[src/verilog/sba_defines.svh]
// Constants of the system bus arbiter: field positions, counts and sizes
`ifndef SBA_DEFINES_SVH
`define SBA_DEFINES_SVH

// Command bus layout
`define SBA_CMD_W        5
`define SBA_CYCLE_BIT    4
`define SBA_EOD_BIT      3
`define SBA_WRITE_BIT    3
`define SBA_DATA_W       32

// Transfer sizes in bytes
`define SBA_WORD_BYTES   6'h04
`define SBA_MAX_SINGLE   6'h07

// Idle cycles after each beat in the slow data pattern
`define SBA_DXX_IDLE     2'h2

// Write buffer depth in words
`define SBA_FIFO_DEPTH   16

`endif

[src/verilog/sba_pkg.sv]
// Types and shared helpers of the system bus arbiter
package sba_pkg;

  // Bus-side states, one-hot
  typedef enum logic [8:0] {
    SBA_ST_IDLE   = 9'h001,
    SBA_ST_ADDR   = 9'h002,
    SBA_ST_DATA   = 9'h004,
    SBA_ST_KILLW  = 9'h008,
    SBA_ST_WAITRD = 9'h010,
    SBA_ST_RKILL  = 9'h020,
    SBA_ST_EXT    = 9'h040,
    SBA_ST_REGAIN = 9'h080,
    SBA_ST_ERROR  = 9'h100
  } sba_state_t;

  // True in states where the processor owns and drives the bus
  function automatic logic sba_is_master(input sba_state_t st);
    sba_is_master = (st == SBA_ST_IDLE) || (st == SBA_ST_ADDR) ||
                    (st == SBA_ST_DATA) || (st == SBA_ST_KILLW) || (st == SBA_ST_ERROR);
  endfunction

endpackage
[src/verilog/sba_arbiter.sv]
// System bus port: mastership arbitration, command issue with kill/retry, write sequencing
//
// Behaviour
// - Processor leaves mastership with agent while the agent request stays asserted.
// - After agent request, hand over after at most one processor request.
// - Agent releasing the bus: processor drives again two cycles later.
// - In slave state with work pending, assert the processor bus request.
// - On protocol error the port hangs and the processor bus request toggles.
// - Pending read: go slave until end-of-data response, then master unless requested.
// - While agent is master, accept every command or data; never stall it.
// - In slave state, resume when agent request drops: master, drive two cycles later; cpu_owns_bus_n also returns only then, with the drive.
// - Warm or cold reset makes the processor bus master.
// - The master keeps driving the bus except when handing over.
// - Command counts as issued after accept is seen two consecutive cycles.
// - Accept dropping after one cycle kills the command; processor retries it.
// - Killed read: release bus one cycle later, regain two cycles after.
// - Write: command cycle with strobe, then data cycles with identifier and strobe.
// - 1-4 bytes use one beat; 5-7 bytes split into 4 plus remainder.
// - Larger writes send 4 bytes per beat; last beat tagged end of data.
// - Write data starts the cycle after issue, at the configured rate.
// - Command bit 4: 0 address cycle with command, 1 data cycle with identifier.
// - Data rate is every cycle, or one beat then two held idle cycles.
module sba_arbiter
  import sba_pkg::*;
(
  input  wire logic        clk,
  input  wire logic        reset,
  input  wire logic        power_up_init_n,
  input  wire logic        agent_bus_request_n,
  input  wire logic        agent_accept_n,
  input  wire logic        agent_strobe_n,
  input  wire logic [31:0] shared_addr_data_bus_in,
  input  wire logic [4:0]  shared_command_bus_in,
  output logic             cpu_owns_bus_n,
  output logic             cpu_bus_request_n,
  output logic             cpu_strobe_n,
  output logic [31:0]      shared_addr_data_bus_out,
  output logic [4:0]       shared_command_bus_out,
  output logic             bus_drive_oe,
  input  wire logic        data_rate_slow,
  input  wire logic        req_valid,
  output logic             req_ready,
  input  wire logic        req_read,
  input  wire logic [31:0] req_addr,
  input  wire logic [5:0]  req_size,
  input  wire logic        wdata_valid,
  output logic             wdata_ready,
  input  wire logic [31:0] wdata,
  output logic             rx_valid,
  output logic [31:0]      rx_data,
  output logic [4:0]       rx_cmd,
  output logic             protocol_error
);
`include "sba_defines.svh"

  // ----------------------------------------------------------------
  // Declarations
  // ----------------------------------------------------------------
  sba_state_t  state_reg;
  sba_state_t  state_next;
  logic        rst_any;
  logic        agent_req;
  logic        acc_now;
  logic        acc_prev_reg;
  logic        pend_valid_reg;
  logic        pend_read_reg;
  logic [31:0] pend_addr_reg;
  logic [5:0]  pend_size_reg;
  logic        rate_slow_reg;
  logic [3:0]  beat_cnt_reg;
  logic [1:0]  gap_reg;
  logic        owns_n_reg;
  logic        oe_reg;
  logic        strobe_n_reg;
  logic [31:0] ad_reg;
  logic [4:0]  cmd_reg;
  logic        cpu_bus_request_n_n_reg;
  logic        rx_valid_reg;
  logic [31:0] rx_data_reg;
  logic [4:0]  rx_cmd_reg;
  logic [3:0]  plan_beats;
  logic [2:0]  plan_code;
  logic        plan_split;
  logic        fifo_valid;
  logic        fifo_pop;
  logic [31:0] fifo_data;
  logic [4:0]  fifo_count;
  logic        start_ok;
  logic        issue_ok;
  logic        kill;
  logic        bail;
  logic        err_seen;
  logic        rd_eod;
  logic        enter_data;
  logic        load_next;
  logic        wr_done;

  // ----------------------------------------------------------------
  // Submodules
  // ----------------------------------------------------------------
  // Write words wait here; a write starts only when all its beats are present
  sba_fifo #(
    .WIDTH (`SBA_DATA_W),
    .DEPTH (`SBA_FIFO_DEPTH)
  ) u_fifo (
    .clk       (clk),
    .reset     (rst_any),
    .in_valid  (wdata_valid),
    .in_ready  (wdata_ready),
    .in_data   (wdata),
    .out_valid (fifo_valid),
    .out_ready (fifo_pop),
    .out_data  (fifo_data),
    .count     (fifo_count)
  );

  sba_beat_plan u_plan (
    .size      (pend_size_reg),
    .beats     (plan_beats),
    .size_code (plan_code),
    .split     (plan_split)
  );

  // ----------------------------------------------------------------
  // Events
  // ----------------------------------------------------------------
  // Either reset input forces processor mastership
  assign rst_any   = reset || !power_up_init_n;
  // Active-low handshakes, taken as sampled at the rising edge
  assign agent_req = !agent_bus_request_n;
  assign acc_now   = !agent_accept_n;
  assign err_seen  = sba_is_master(state_reg) && (state_reg != SBA_ST_ERROR) && !agent_strobe_n;
  // All beats must be buffered first, since the agent cannot stall a write
  assign start_ok  = pend_valid_reg && (pend_read_reg || fifo_count >= {1'b0, plan_beats});
  assign issue_ok  = (state_reg == SBA_ST_ADDR) && acc_prev_reg && acc_now;
  assign kill      = (state_reg == SBA_ST_ADDR) && acc_prev_reg && !acc_now;
  // Without a pending accept no request is under way, so give the bus up now
  assign bail      = (state_reg == SBA_ST_ADDR) && !acc_prev_reg && agent_req;
  assign rd_eod    = (state_reg == SBA_ST_WAITRD) && !agent_strobe_n &&
                     shared_command_bus_in[`SBA_CYCLE_BIT] && shared_command_bus_in[`SBA_EOD_BIT];
  assign enter_data = issue_ok && !pend_read_reg;
  assign load_next = (state_reg == SBA_ST_DATA) && (beat_cnt_reg != 4'h0) &&
                     ((!strobe_n_reg && !rate_slow_reg) || (strobe_n_reg && gap_reg == 2'h1));
  assign wr_done   = (state_reg == SBA_ST_DATA) && !strobe_n_reg && (beat_cnt_reg == 4'h0);
  assign fifo_pop  = (enter_data || load_next) && fifo_valid;
  assign req_ready = !pend_valid_reg && (state_reg != SBA_ST_ERROR);

  // ----------------------------------------------------------------
  // State machine
  // ----------------------------------------------------------------
  // Next state of the bus port
  always_comb
  begin
    state_next = state_reg;
    case (state_reg)
      SBA_ST_IDLE:
        if (err_seen)
          state_next = SBA_ST_ERROR;
        else if (agent_req)
          state_next = SBA_ST_EXT;
        else if (start_ok)
          state_next = SBA_ST_ADDR;
      SBA_ST_ADDR:
        if (err_seen)
          state_next = SBA_ST_ERROR;
        else if (issue_ok)
          state_next = pend_read_reg ? SBA_ST_WAITRD : SBA_ST_DATA;
        else if (kill)
          state_next = pend_read_reg ? SBA_ST_RKILL : SBA_ST_KILLW;
        else if (bail)
          state_next = SBA_ST_EXT;
      SBA_ST_DATA:
        if (err_seen)
          state_next = SBA_ST_ERROR;
        else if (wr_done)
          state_next = agent_req ? SBA_ST_EXT : SBA_ST_IDLE;
      SBA_ST_KILLW:
        if (err_seen)
          state_next = SBA_ST_ERROR;
        else
          state_next = agent_req ? SBA_ST_EXT : SBA_ST_ADDR;
      SBA_ST_WAITRD:
        if (rd_eod)
          state_next = agent_req ? SBA_ST_EXT : SBA_ST_REGAIN;
      SBA_ST_RKILL:
        state_next = agent_req ? SBA_ST_EXT : SBA_ST_REGAIN;
      SBA_ST_EXT:
        if (!agent_req)
          state_next = SBA_ST_REGAIN;
      SBA_ST_REGAIN:
        state_next = SBA_ST_IDLE;
      SBA_ST_ERROR:
        state_next = SBA_ST_ERROR;
      default:
        state_next = SBA_ST_ERROR;
    endcase
  end

  // State register
  always_ff @(posedge clk)
  begin
    if (rst_any)
      state_reg <= SBA_ST_IDLE;
    else
      state_reg <= state_next;
  end

  // ----------------------------------------------------------------
  // Request holding
  // ----------------------------------------------------------------
  // One request is held; a 5..7 byte write reloads as its tail after the first part
  always_ff @(posedge clk)
  begin
    if (rst_any)
    begin
      pend_valid_reg <= 1'b0;
      pend_read_reg  <= 1'b0;
      pend_addr_reg  <= 32'h0000_0000;
      pend_size_reg  <= 6'h00;
    end
    else if (req_valid && req_ready)
    begin
      pend_valid_reg <= 1'b1;
      pend_read_reg  <= req_read;
      pend_addr_reg  <= req_addr;
      pend_size_reg  <= req_size;
    end
    else if (issue_ok && pend_read_reg)
      pend_valid_reg <= 1'b0;
    else if (wr_done && plan_split)
    begin
      pend_addr_reg <= pend_addr_reg + 32'h0000_0004;
      pend_size_reg <= pend_size_reg - `SBA_WORD_BYTES;
    end
    else if (wr_done)
      pend_valid_reg <= 1'b0;
  end

  // Accept seen last cycle, and the rate latched for the whole write
  always_ff @(posedge clk)
  begin
    if (rst_any)
    begin
      acc_prev_reg  <= 1'b0;
      rate_slow_reg <= 1'b0;
    end
    else
    begin
      acc_prev_reg <= acc_now;
      if (state_reg == SBA_ST_IDLE)
        rate_slow_reg <= data_rate_slow;
    end
  end

  // ----------------------------------------------------------------
  // Beat sequencing
  // ----------------------------------------------------------------
  // Beats left after the one shown, and idle cycles of the slow pattern
  always_ff @(posedge clk)
  begin
    if (rst_any)
    begin
      beat_cnt_reg <= 4'h0;
      gap_reg      <= 2'h0;
    end
    else if (enter_data)
    begin
      beat_cnt_reg <= plan_beats - 4'h1;
      gap_reg      <= 2'h0;
    end
    else if (load_next)
    begin
      beat_cnt_reg <= beat_cnt_reg - 4'h1;
      gap_reg      <= 2'h0;
    end
    else if (state_reg == SBA_ST_DATA && !strobe_n_reg && rate_slow_reg)
      gap_reg <= `SBA_DXX_IDLE;
    else if (state_reg == SBA_ST_DATA && gap_reg != 2'h0)
      gap_reg <= gap_reg - 2'h1;
  end

  // ----------------------------------------------------------------
  // Bus outputs
  // ----------------------------------------------------------------
  // Ownership and drive follow the coming state, so both change on the same edge
  always_ff @(posedge clk)
  begin
    if (rst_any)
    begin
      owns_n_reg <= 1'b0;
      oe_reg     <= 1'b1;
    end
    else
    begin
      owns_n_reg <= !sba_is_master(state_next);
      oe_reg     <= sba_is_master(state_next);
    end
  end

  // Strobe, address/data and command; data is held through idle cycles
  always_ff @(posedge clk)
  begin
    if (rst_any)
    begin
      strobe_n_reg <= 1'b1;
      ad_reg       <= 32'h0000_0000;
      cmd_reg      <= 5'h00;
    end
    else if (state_next == SBA_ST_ADDR)
    begin
      // Command is repeated until accepted
      strobe_n_reg <= 1'b0;
      ad_reg       <= pend_addr_reg;
      cmd_reg      <= {1'b0, !pend_read_reg, plan_code};
    end
    else if (enter_data || load_next || state_next == SBA_ST_KILLW)
    begin
      // A killed write still shows its first beat; the agent drops it
      strobe_n_reg <= 1'b0;
      ad_reg       <= fifo_data;
      cmd_reg      <= {1'b1, (load_next ? beat_cnt_reg == 4'h1 : plan_beats == 4'h1), 3'h0};
    end
    else
      strobe_n_reg <= 1'b1;
  end

  // Processor bus request: asserted in slave state with work, toggling after an error
  always_ff @(posedge clk)
  begin
    if (rst_any)
      cpu_bus_request_n_n_reg <= 1'b1;
    else if (state_reg == SBA_ST_ERROR)
      cpu_bus_request_n_n_reg <= !cpu_bus_request_n_n_reg;
    else
      cpu_bus_request_n_n_reg <= !(pend_valid_reg && !sba_is_master(state_reg));
  end

  // ----------------------------------------------------------------
  // Inbound capture
  // ----------------------------------------------------------------
  // Anything the agent strobes while it owns the bus is taken; no stall path exists
  always_ff @(posedge clk)
  begin
    if (rst_any)
    begin
      rx_valid_reg <= 1'b0;
      rx_data_reg  <= 32'h0000_0000;
      rx_cmd_reg   <= 5'h00;
    end
    else
    begin
      rx_valid_reg <= !agent_strobe_n && !sba_is_master(state_reg);
      if (!agent_strobe_n && !sba_is_master(state_reg))
      begin
        rx_data_reg <= shared_addr_data_bus_in;
        rx_cmd_reg  <= shared_command_bus_in;
      end
    end
  end

  assign cpu_owns_bus_n           = owns_n_reg;
  assign cpu_bus_request_n        = cpu_bus_request_n_n_reg;
  assign cpu_strobe_n             = strobe_n_reg;
  assign shared_addr_data_bus_out = ad_reg;
  assign shared_command_bus_out   = cmd_reg;
  assign bus_drive_oe             = oe_reg;
  assign rx_valid                 = rx_valid_reg;
  assign rx_data                  = rx_data_reg;
  assign rx_cmd                   = rx_cmd_reg;
  assign protocol_error           = (state_reg == SBA_ST_ERROR);
endmodule

[src/verilog/sba_beat_plan.sv]
// Splits a write size into beats, a size code and a split flag
module sba_beat_plan
  import sba_pkg::*;
(
  input  wire logic [5:0] size,
  output logic      [3:0] beats,
  output logic      [2:0] size_code,
  output logic            split
);
`include "sba_defines.svh"

  // Small writes: one beat; 5..7 bytes: 4-byte part first; larger: whole words
  always_comb
  begin
    beats     = 4'h1;
    size_code = 3'h3;
    split     = 1'b0;
    if (size <= `SBA_WORD_BYTES)
      size_code = (size == 6'h00) ? 3'h0 : 3'(size - 6'h01);
    else if (size <= `SBA_MAX_SINGLE)
      split = 1'b1;
    else
    begin
      beats = size[5:2] == 4'h0 ? 4'h1 : (size[5] ? 4'h8 : size[5:2]);
      case (size)
        6'h08:   size_code = 3'h4;
        6'h10:   size_code = 3'h5;
        6'h20:   size_code = 3'h6;
        default: size_code = 3'h7;
      endcase
    end
  end
endmodule

[src/verilog/sba_fifo.sv]
// Flip-flop FIFO with valid/ready on both sides
module sba_fifo #(
  parameter int WIDTH = 32,
  parameter int DEPTH = 16
) (
  input  wire logic                       clk,
  input  wire logic                       reset,
  input  wire logic                       in_valid,
  output logic                            in_ready,
  input  wire logic [WIDTH-1:0]           in_data,
  output logic                            out_valid,
  input  wire logic                       out_ready,
  output logic [WIDTH-1:0]                out_data,
  output logic [$clog2(DEPTH+1)-1:0]      count
);
  localparam int AW = $clog2(DEPTH);

  logic [WIDTH-1:0]           mem_reg [DEPTH];
  logic [AW-1:0]              wr_ptr_reg;
  logic [AW-1:0]              rd_ptr_reg;
  logic [$clog2(DEPTH+1)-1:0] count_reg;
  logic                       push;
  logic                       pop;

  // Full and empty come from the occupancy count
  assign in_ready  = (count_reg != DEPTH[$clog2(DEPTH+1)-1:0]);
  assign out_valid = (count_reg != '0);
  assign out_data  = mem_reg[rd_ptr_reg];
  assign count     = count_reg;
  assign push      = in_valid && in_ready;
  assign pop       = out_ready && out_valid;

  // Storage write
  always_ff @(posedge clk)
  begin
    if (push)
      mem_reg[wr_ptr_reg] <= in_data;
  end

  // Pointers and count
  always_ff @(posedge clk)
  begin
    if (reset)
    begin
      wr_ptr_reg <= '0;
      rd_ptr_reg <= '0;
      count_reg  <= '0;
    end
    else
    begin
      if (push)
        wr_ptr_reg <= (wr_ptr_reg == AW'(DEPTH - 1)) ? '0 : wr_ptr_reg + 1'b1;
      if (pop)
        rd_ptr_reg <= (rd_ptr_reg == AW'(DEPTH - 1)) ? '0 : rd_ptr_reg + 1'b1;
      if (push && !pop)
        count_reg <= count_reg + 1'b1;
      else if (pop && !push)
        count_reg <= count_reg - 1'b1;
    end
  end
endmodule

[config.mk]
export PLATFORM = sky130hd
export DESIGN_NAME = sba_arbiter
export DESIGN_NICKNAME = d
export VERILOG_FILES = /design/src/verilog/sba_pkg.sv /design/src/verilog/sba_arbiter.sv /design/src/verilog/sba_beat_plan.sv /design/src/verilog/sba_fifo.sv
export VERILOG_INCLUDE_DIRS = /design/src /design/src/verilog
export SDC_FILE = /design/constraint.sdc
export NUM_CORES = 1
export LEC_CHECK = 0
export BUFFER_PORTS_ARGS = -buffer_cell sky130_fd_sc_hd__buf_2
export CAP_MARGIN = 10
export CELL_PAD_IN_SITES_DETAIL_PLACEMENT = 0
export CELL_PAD_IN_SITES_GLOBAL_PLACEMENT = 1
export CORE_MARGIN = 5
export CORE_UTILIZATION = 30
export DETAILED_ROUTE_END_ITERATION = 8
export PLACE_DENSITY = 0.5
export SYNTH_ARGS = -nofsm -noshare
export SYNTH_HDL_FRONTEND = slang
export SYNTH_SLANG_ARGS = --single-unit
export TNS_END_PERCENT = 20
[constraint.sdc]
create_clock -name clk -period 5.9 [get_ports clk]
set_clock_uncertainty 0.15 [all_clocks]
set_input_delay 1.18 -clock clk [delete_from_list [all_inputs] [get_ports clk]]
set_output_delay 1.18 -clock clk [all_outputs]
set_load 0.03 [all_outputs]
==> reports/qor.yml, run 1 <==
place_congestion: 0.773
worstSkewPairLatency_ps: 610
synth.top_cell.area_share: 0.579
grt_pass1_vias: 15500
yosysSeqAreaShare: 0.694
maxSlewHeadroom: 0.163
endpoint_kind: "flop"
synth_most_common_cell: "edfxtp_1"
cts_made_buffers: 75
drv_slew: 0
yosysTopAreaCell: "edfxtp_1"
firstDrtPassIters: 5
worst-path-buf-inv: 2
cts_num_sinks: 665
cts_resized: 0
rsz0062_at_grt: "false"
wire_per_inst_um: 23.8
vias_per_cell: 4.90
synth-seq-cells: 665
p_leak_nw: 10.4
clockBufferDepth: 3
postCtsSetupRepairBufs: 0
h-tree-depth: 3
avgSynthCellArea_um2: 16.6
clk_pin_slew_ps: 60
critPathKind: "flop to flop"
dr.first_iter.drc_count: 909
fin_crit_sh: 0.687
synth_warnings: 0
dpl.hpwl_um: 45500
hold_ws_ps: 302
setup_violations: 0
syn_area_um2: 26600
synth_fp_nets: 1748
final-seq-area_um2: 18400
irDropWorstVdd_mv: 0.215
totalWireLength_um: 72600
fillers: 8416
crit_required_ps: 6300
grt_pass1_wl_um: 107000
synth_edf_count: 512
hold_path.class: "flop to flop"
drive_gt1_frac: 0.280
yosysUniqueCellTypes: 65
pin_count: 199
finalHoldViolations: 0
core_um2: 88100
ctsRootBufferMaster: "clkbuf_16"
multiInputGateArea_um2: 7780
slowest_stage: "a21o_1"
power_mw: 10.0
fmax_mhz: 247
antenna_found_initial: 11
gr-total-overflow: 0
worst_pin_slew_ps: 1260
initial_core_util: 0.301
arrival_ps: 4450
nNetsFinal: 1963
r2r_slack_ps: 1850
tns_ps: 0
vias: 14900
ant_nets: 0
crit_chain: "inv_1, ha_1, nor3_1, a21oi_1, o21ai_0, inv_1, ha_1, nor3b_1, o21ai_0, nand3_1, a21o_1, o21ai_0, a21oi_1"
grt_use_total: 0.151
crit_fanout: 40
hold_buffers: 0
place_inst: 2905
grt_max_degree: 92
die_h_um: 307
die_x_um: 307
place.port_buffers: 198
rows: 109
drc: 0
syn_to_final_growth_pct: 18.6
cts_tree: "yes"
yosys-top-cells-area: "edfxtp_1 (58%), mux4_2 (14%), dfxtp_1 (12%)"
critPathMaxStageDelay_ps: 960
synthArstFlopShare: 0
worst_path_most_repeated_cell: "o21ai_0"
finish.utilization: 0.358
power_density_nw_per_um2: 318
yosys-top-cells-count: "edfxtp_1 (512), mux4_2 (160), dfxtp_1 (153)"
drv_cap: 0
status: "completed"
dieArea_um2: 94600
postSynthCellCount: 1602
synth_flop_cell: "edfxtp_1"
cp_top_family: "compound AO/OA/AOI/OAI gates"
crit_path_start_kind: "flop"
largest_reg_flops: 512
fin_crit_ps: 4050
layout.cells.non_filler: 3043
worst register-to-register path, stage by stage (launching register included):
cell and delay [ps]:
dfxtp_1 460, inv_1 130, ha_1 260, nor3_1 210, a21oi_1 100, o21ai_0 320, inv_1 110, ha_1 280
nor3b_1 240, o21ai_0 160, nand3_1 140, a21o_1 960, o21ai_0 290, a21oi_1 180
through the flow:
step	worst slack [ps]	instance area (um^2)
2_1_floorplan	1350	26600
4_1_cts	1830	31500
3_5_place_dp	1870	29100
6_report	1850	31500
5_1_grt	1300	31500
3_3_place_gp	1970	29000
kinds of logic (layout without fill, tap and decap cells):
| kind of cell | count (synthesis) | after routing | synth area share |
|---|---|---|---|
| xor gates and xnor gates | 41 | 41 | 0.0135 |
| AOI/OAI and AO/OA | 225 | 225 | 0.0490 |
| buffers and inverters | 117 | 389 | 0.0180 |
| muxes | 202 | 202 | 0.152 |
| other | 0 | 4 | 0 |
| adders and majority gates | 29 | 29 | 0.0139 |
| and+or+nand+nor | 323 | 323 | 0.0595 |
| DFF | 665 | 665 | 0.694 |
cell usage in the layout, fill, tap and decap left out, types with 23 or more instances in the layout:
cell type / count
dfxtp_1: 149
nor2_1: 65
a21oi_1: 107
clkbuf_16: 75
mux4_2: 160
ha_1: 28
a211oi_1: 31
buf_4: 29
xor2_1: 29
o21ai_0: 55
nand2_1: 121
inv_1: 23
edfxtp_1: 512
buf_2: 198
mux2i_1: 41
final cells by class:
type	count	share of cell area
flip-flops and latches	665	0.586
clock inverters	36	0.0127
clock buffers	98	0.0633
multi-input cells	820	0.247
diodes	4	0.000318
inverters	23	0.00274
repair buffers	232	0.0420
well taps	1165	0.0463
layer usage:
layer / track usage / wire length (um) / up-vias
met5: 0 / 43 / -
li1: - / - / 6727
met2: 0.243 / 33900 / 372
met4: 0.0393 / 1430 / 6
met3: 0.0369 / 4460 / 91
met1: 0.207 / 32700 / 7729
path summary, 6_finish.rpt:
kind / to / cells after the start / startpoint
setup / recovery: shared_addr_data_bus_out[12] / 13 / pend_size_reg[2]
hold / removal: rx_data[8] / 2 / rx_data[8]
setup reg to reg: shared_addr_data_bus_out[12] / 13 / pend_size_reg[2]
hold reg to reg: rx_data[8] / 2 / rx_data[8]
power by group:
group / total [mW] / internal (mW) / leakage [nW] / switching, mW
logic: 0.374 / 0.129 / 3.39 / 0.245
clock network: 4.54 / 2.63 / 1.15 / 1.91
registers: 5.12 / 5.09 / 5.87 / 0.0343
total: 10.0 / 7.84 / 10.4 / 2.19
Note: power is estimated with default switching activity, not from simulation.
==> run 2: changes to the inputs <==
clock period = 3.8 ns   (was 5.9 ns; I/O delays follow)
==> run 2 against run 1 <==
Non-clock buffer count is 22 higher. Clock power up 54%. Total power up 55%. Via count up 0.42%. Sequential power increased by 55%. Final cell count grew 0.66%. Critical path depth rose by 1. Global-route usage rose by 0.078 points. Core utilization increased by 0.42 points. Sequential share of layout area fell by 0.68 points. Wire length is 0.73% higher. Largest cell class unchanged. Highest routed layer unchanged.
==> reports/qor.yml, run 2 (synthesis gave the netlist of run 1 again) <==
die_x_um: 307  # unchanged
nNetsFinal: 1986  # +1.2%
cts_num_sinks: 665  # unchanged
dpl.hpwl_um: 45000  # -0.98%
critPathKind: "flop to flop"
place.port_buffers: 198  # unchanged
maxSlewHeadroom: 0.516  # +0.352
crit_path_start_kind: "flop"
dieArea_um2: 94600  # unchanged
vias: 15000  # +0.42%
ant_nets: 0  # unchanged
die_h_um: 307  # unchanged
tns_ps: 0  # unchanged
hold_buffers: 0  # unchanged
gr-total-overflow: 0  # unchanged
h-tree-depth: 3  # unchanged
grt_pass1_wl_um: 108000  # +0.62%
fillers: 8485  # +0.82%
fin_crit_sh: 0.917  # +0.230
p_leak_nw: 10.6  # +1.6%
finalHoldViolations: 0  # unchanged
critPathMaxStageDelay_ps: 550  # -410 ps
rows: 109  # unchanged
dr.first_iter.drc_count: 1099  # +21%
syn_to_final_growth_pct: 20.0
cts_tree: "yes"
status: "completed"
hold_path.class: "input pin to flop"
core_um2: 88100  # unchanged
slowest_stage: "or4_4"
power_density_nw_per_um2: 488  # +53%
crit_required_ps: 4190  # -2110 ps
drive_gt1_frac: 0.293  # +0.0133
clk_pin_slew_ps: 60  # about the same
layout_commonest_cell: "edfxtp_1"
grt_pass1_vias: 15600  # +0.73%
fmax_mhz: 287  # +16%
clockBufferDepth: 3  # unchanged
place_congestion: 0.781  # +1.1%
layout_common_cells: "edfxtp_1 (512), buf_2 (198), mux4_2 (160)"
arrival_ps: 3880  # -570 ps
cts_made_buffers: 76  # +1.3%
wire_per_inst_um: 23.9  # about the same
worst_pin_slew_ps: 726  # -529 ps
drc: 0  # unchanged
drv_slew: 0  # unchanged
vias_per_cell: 4.89  # -0.23%
rsz0062_at_grt: "false"
fin_crit_ps: 3490  # -568 ps
irDropWorstVdd_mv: 0.309  # +43%
initial_core_util: 0.301  # unchanged
endpoint_kind: "flop"
drv_cap: 0  # unchanged
setup_violations: 0  # unchanged
ctsRootBufferMaster: "clkbuf_16"
finish.utilization: 0.362  # +0.00422
worstSkewPairLatency_ps: 620  # about the same
pin_count: 199  # unchanged
largest_reg_flops: 512  # unchanged
crit_fanout: 8  # -80%
grt_max_degree: 50  # -46%
totalWireLength_um: 73100  # +0.73%
grt_use_total: 0.152  # +0.000783
firstDrtPassIters: 5  # unchanged
antenna_found_initial: 10  # -1
crit_chain: "or4_4, nor2_1, and3_1, nand3_1, nor2_2, o22ai_1, ha_1, inv_1, ha_1, a21o_1, a21oi_1, xnor2_1, or3_1, a21oi_1"
[run 2: cell count changes in the layout (fill, tap and decap cells not counted), moves of 2 or more]
cell       previous run  this run
buf_4                29        35
clkbuf_16            75        77
clkinv_1             19        13
clkinv_2              5        10
buf_12                3        19
bufinv_16             5         3
[run 2: area by class of cell]
type                    count  area (um^2)  share of cell area
multi-input cells         820         7790               0.245
clock buffers             101         2060              0.0647
well taps                1165         1460              0.0457
diodes                      3         7.51            0.000236
clock inverters            32          345              0.0108
inverters                  23         86.3             0.00271
repair buffers            254         1670              0.0525
flip-flops and latches    665        18400               0.579
[run 2: path summary, 6_finish.rpt]
path,cells after the start,from,endpoint,slack (ps)
setup / recovery,14,state_reg[7],u_fifo.count[4],310
setup reg to reg,14,state_reg[7],u_fifo.count[4],310
hold / removal,3,shared_addr_data_bus_in[16],rx_data[16],230
hold reg to reg,2,rx_data[1],rx_data[1],300
[run 2: critical path, delay by kind of cell (launching register included)]
kind | cells | cell delay, ps
flip-flops | 1 | 390
XOR/XNOR | 1 | 90
AO/OA/AOI/OAI | 4 | 610
AND/OR/NAND/NOR | 6 | 1500
buffers and inverters | 1 | 140
adder cells (fa/ha/maj) | 2 | 530
[run 2: report_power, final]
| part | internal, mW | switching (mW) | leakage (nW) |
|---|---|---|---|
| sequential | 7.90 | 0.0528 | 5.87 |
| clock | 4.05 | 2.96 | 1.17 |
| combinational | 0.208 | 0.386 | 3.54 |
| total | 12.2 | 3.40 | 10.6 |
[run 2: per-stage QoR]
step	setup WS (ps)	hold WS [ps]	total power, mW	std cells	area [um^2]
detailed placement	196	296	8.70	2926	29400
global route	12.4	212	16.2	3060	31900
global placement	212	289	8.69	2926	29400
finish	315	234	15.6	3063	31900
floorplan	-340	283	8.39	1602	26600
CTS	159	189	15.8	3059	31800
[run 2: metal layers]
layer,global-route usage,wire [um]
met5,0,63
met4,0.0369,1400
met1,0.212,33700
met2,0.247,34200
met3,0.0300,3720
[run 2: what timing repair did]
action | CTS | global route
resized for setup | 0 | 4
setup buffers | 0 | 0
endpoints found under the setup margin | 0 | 23
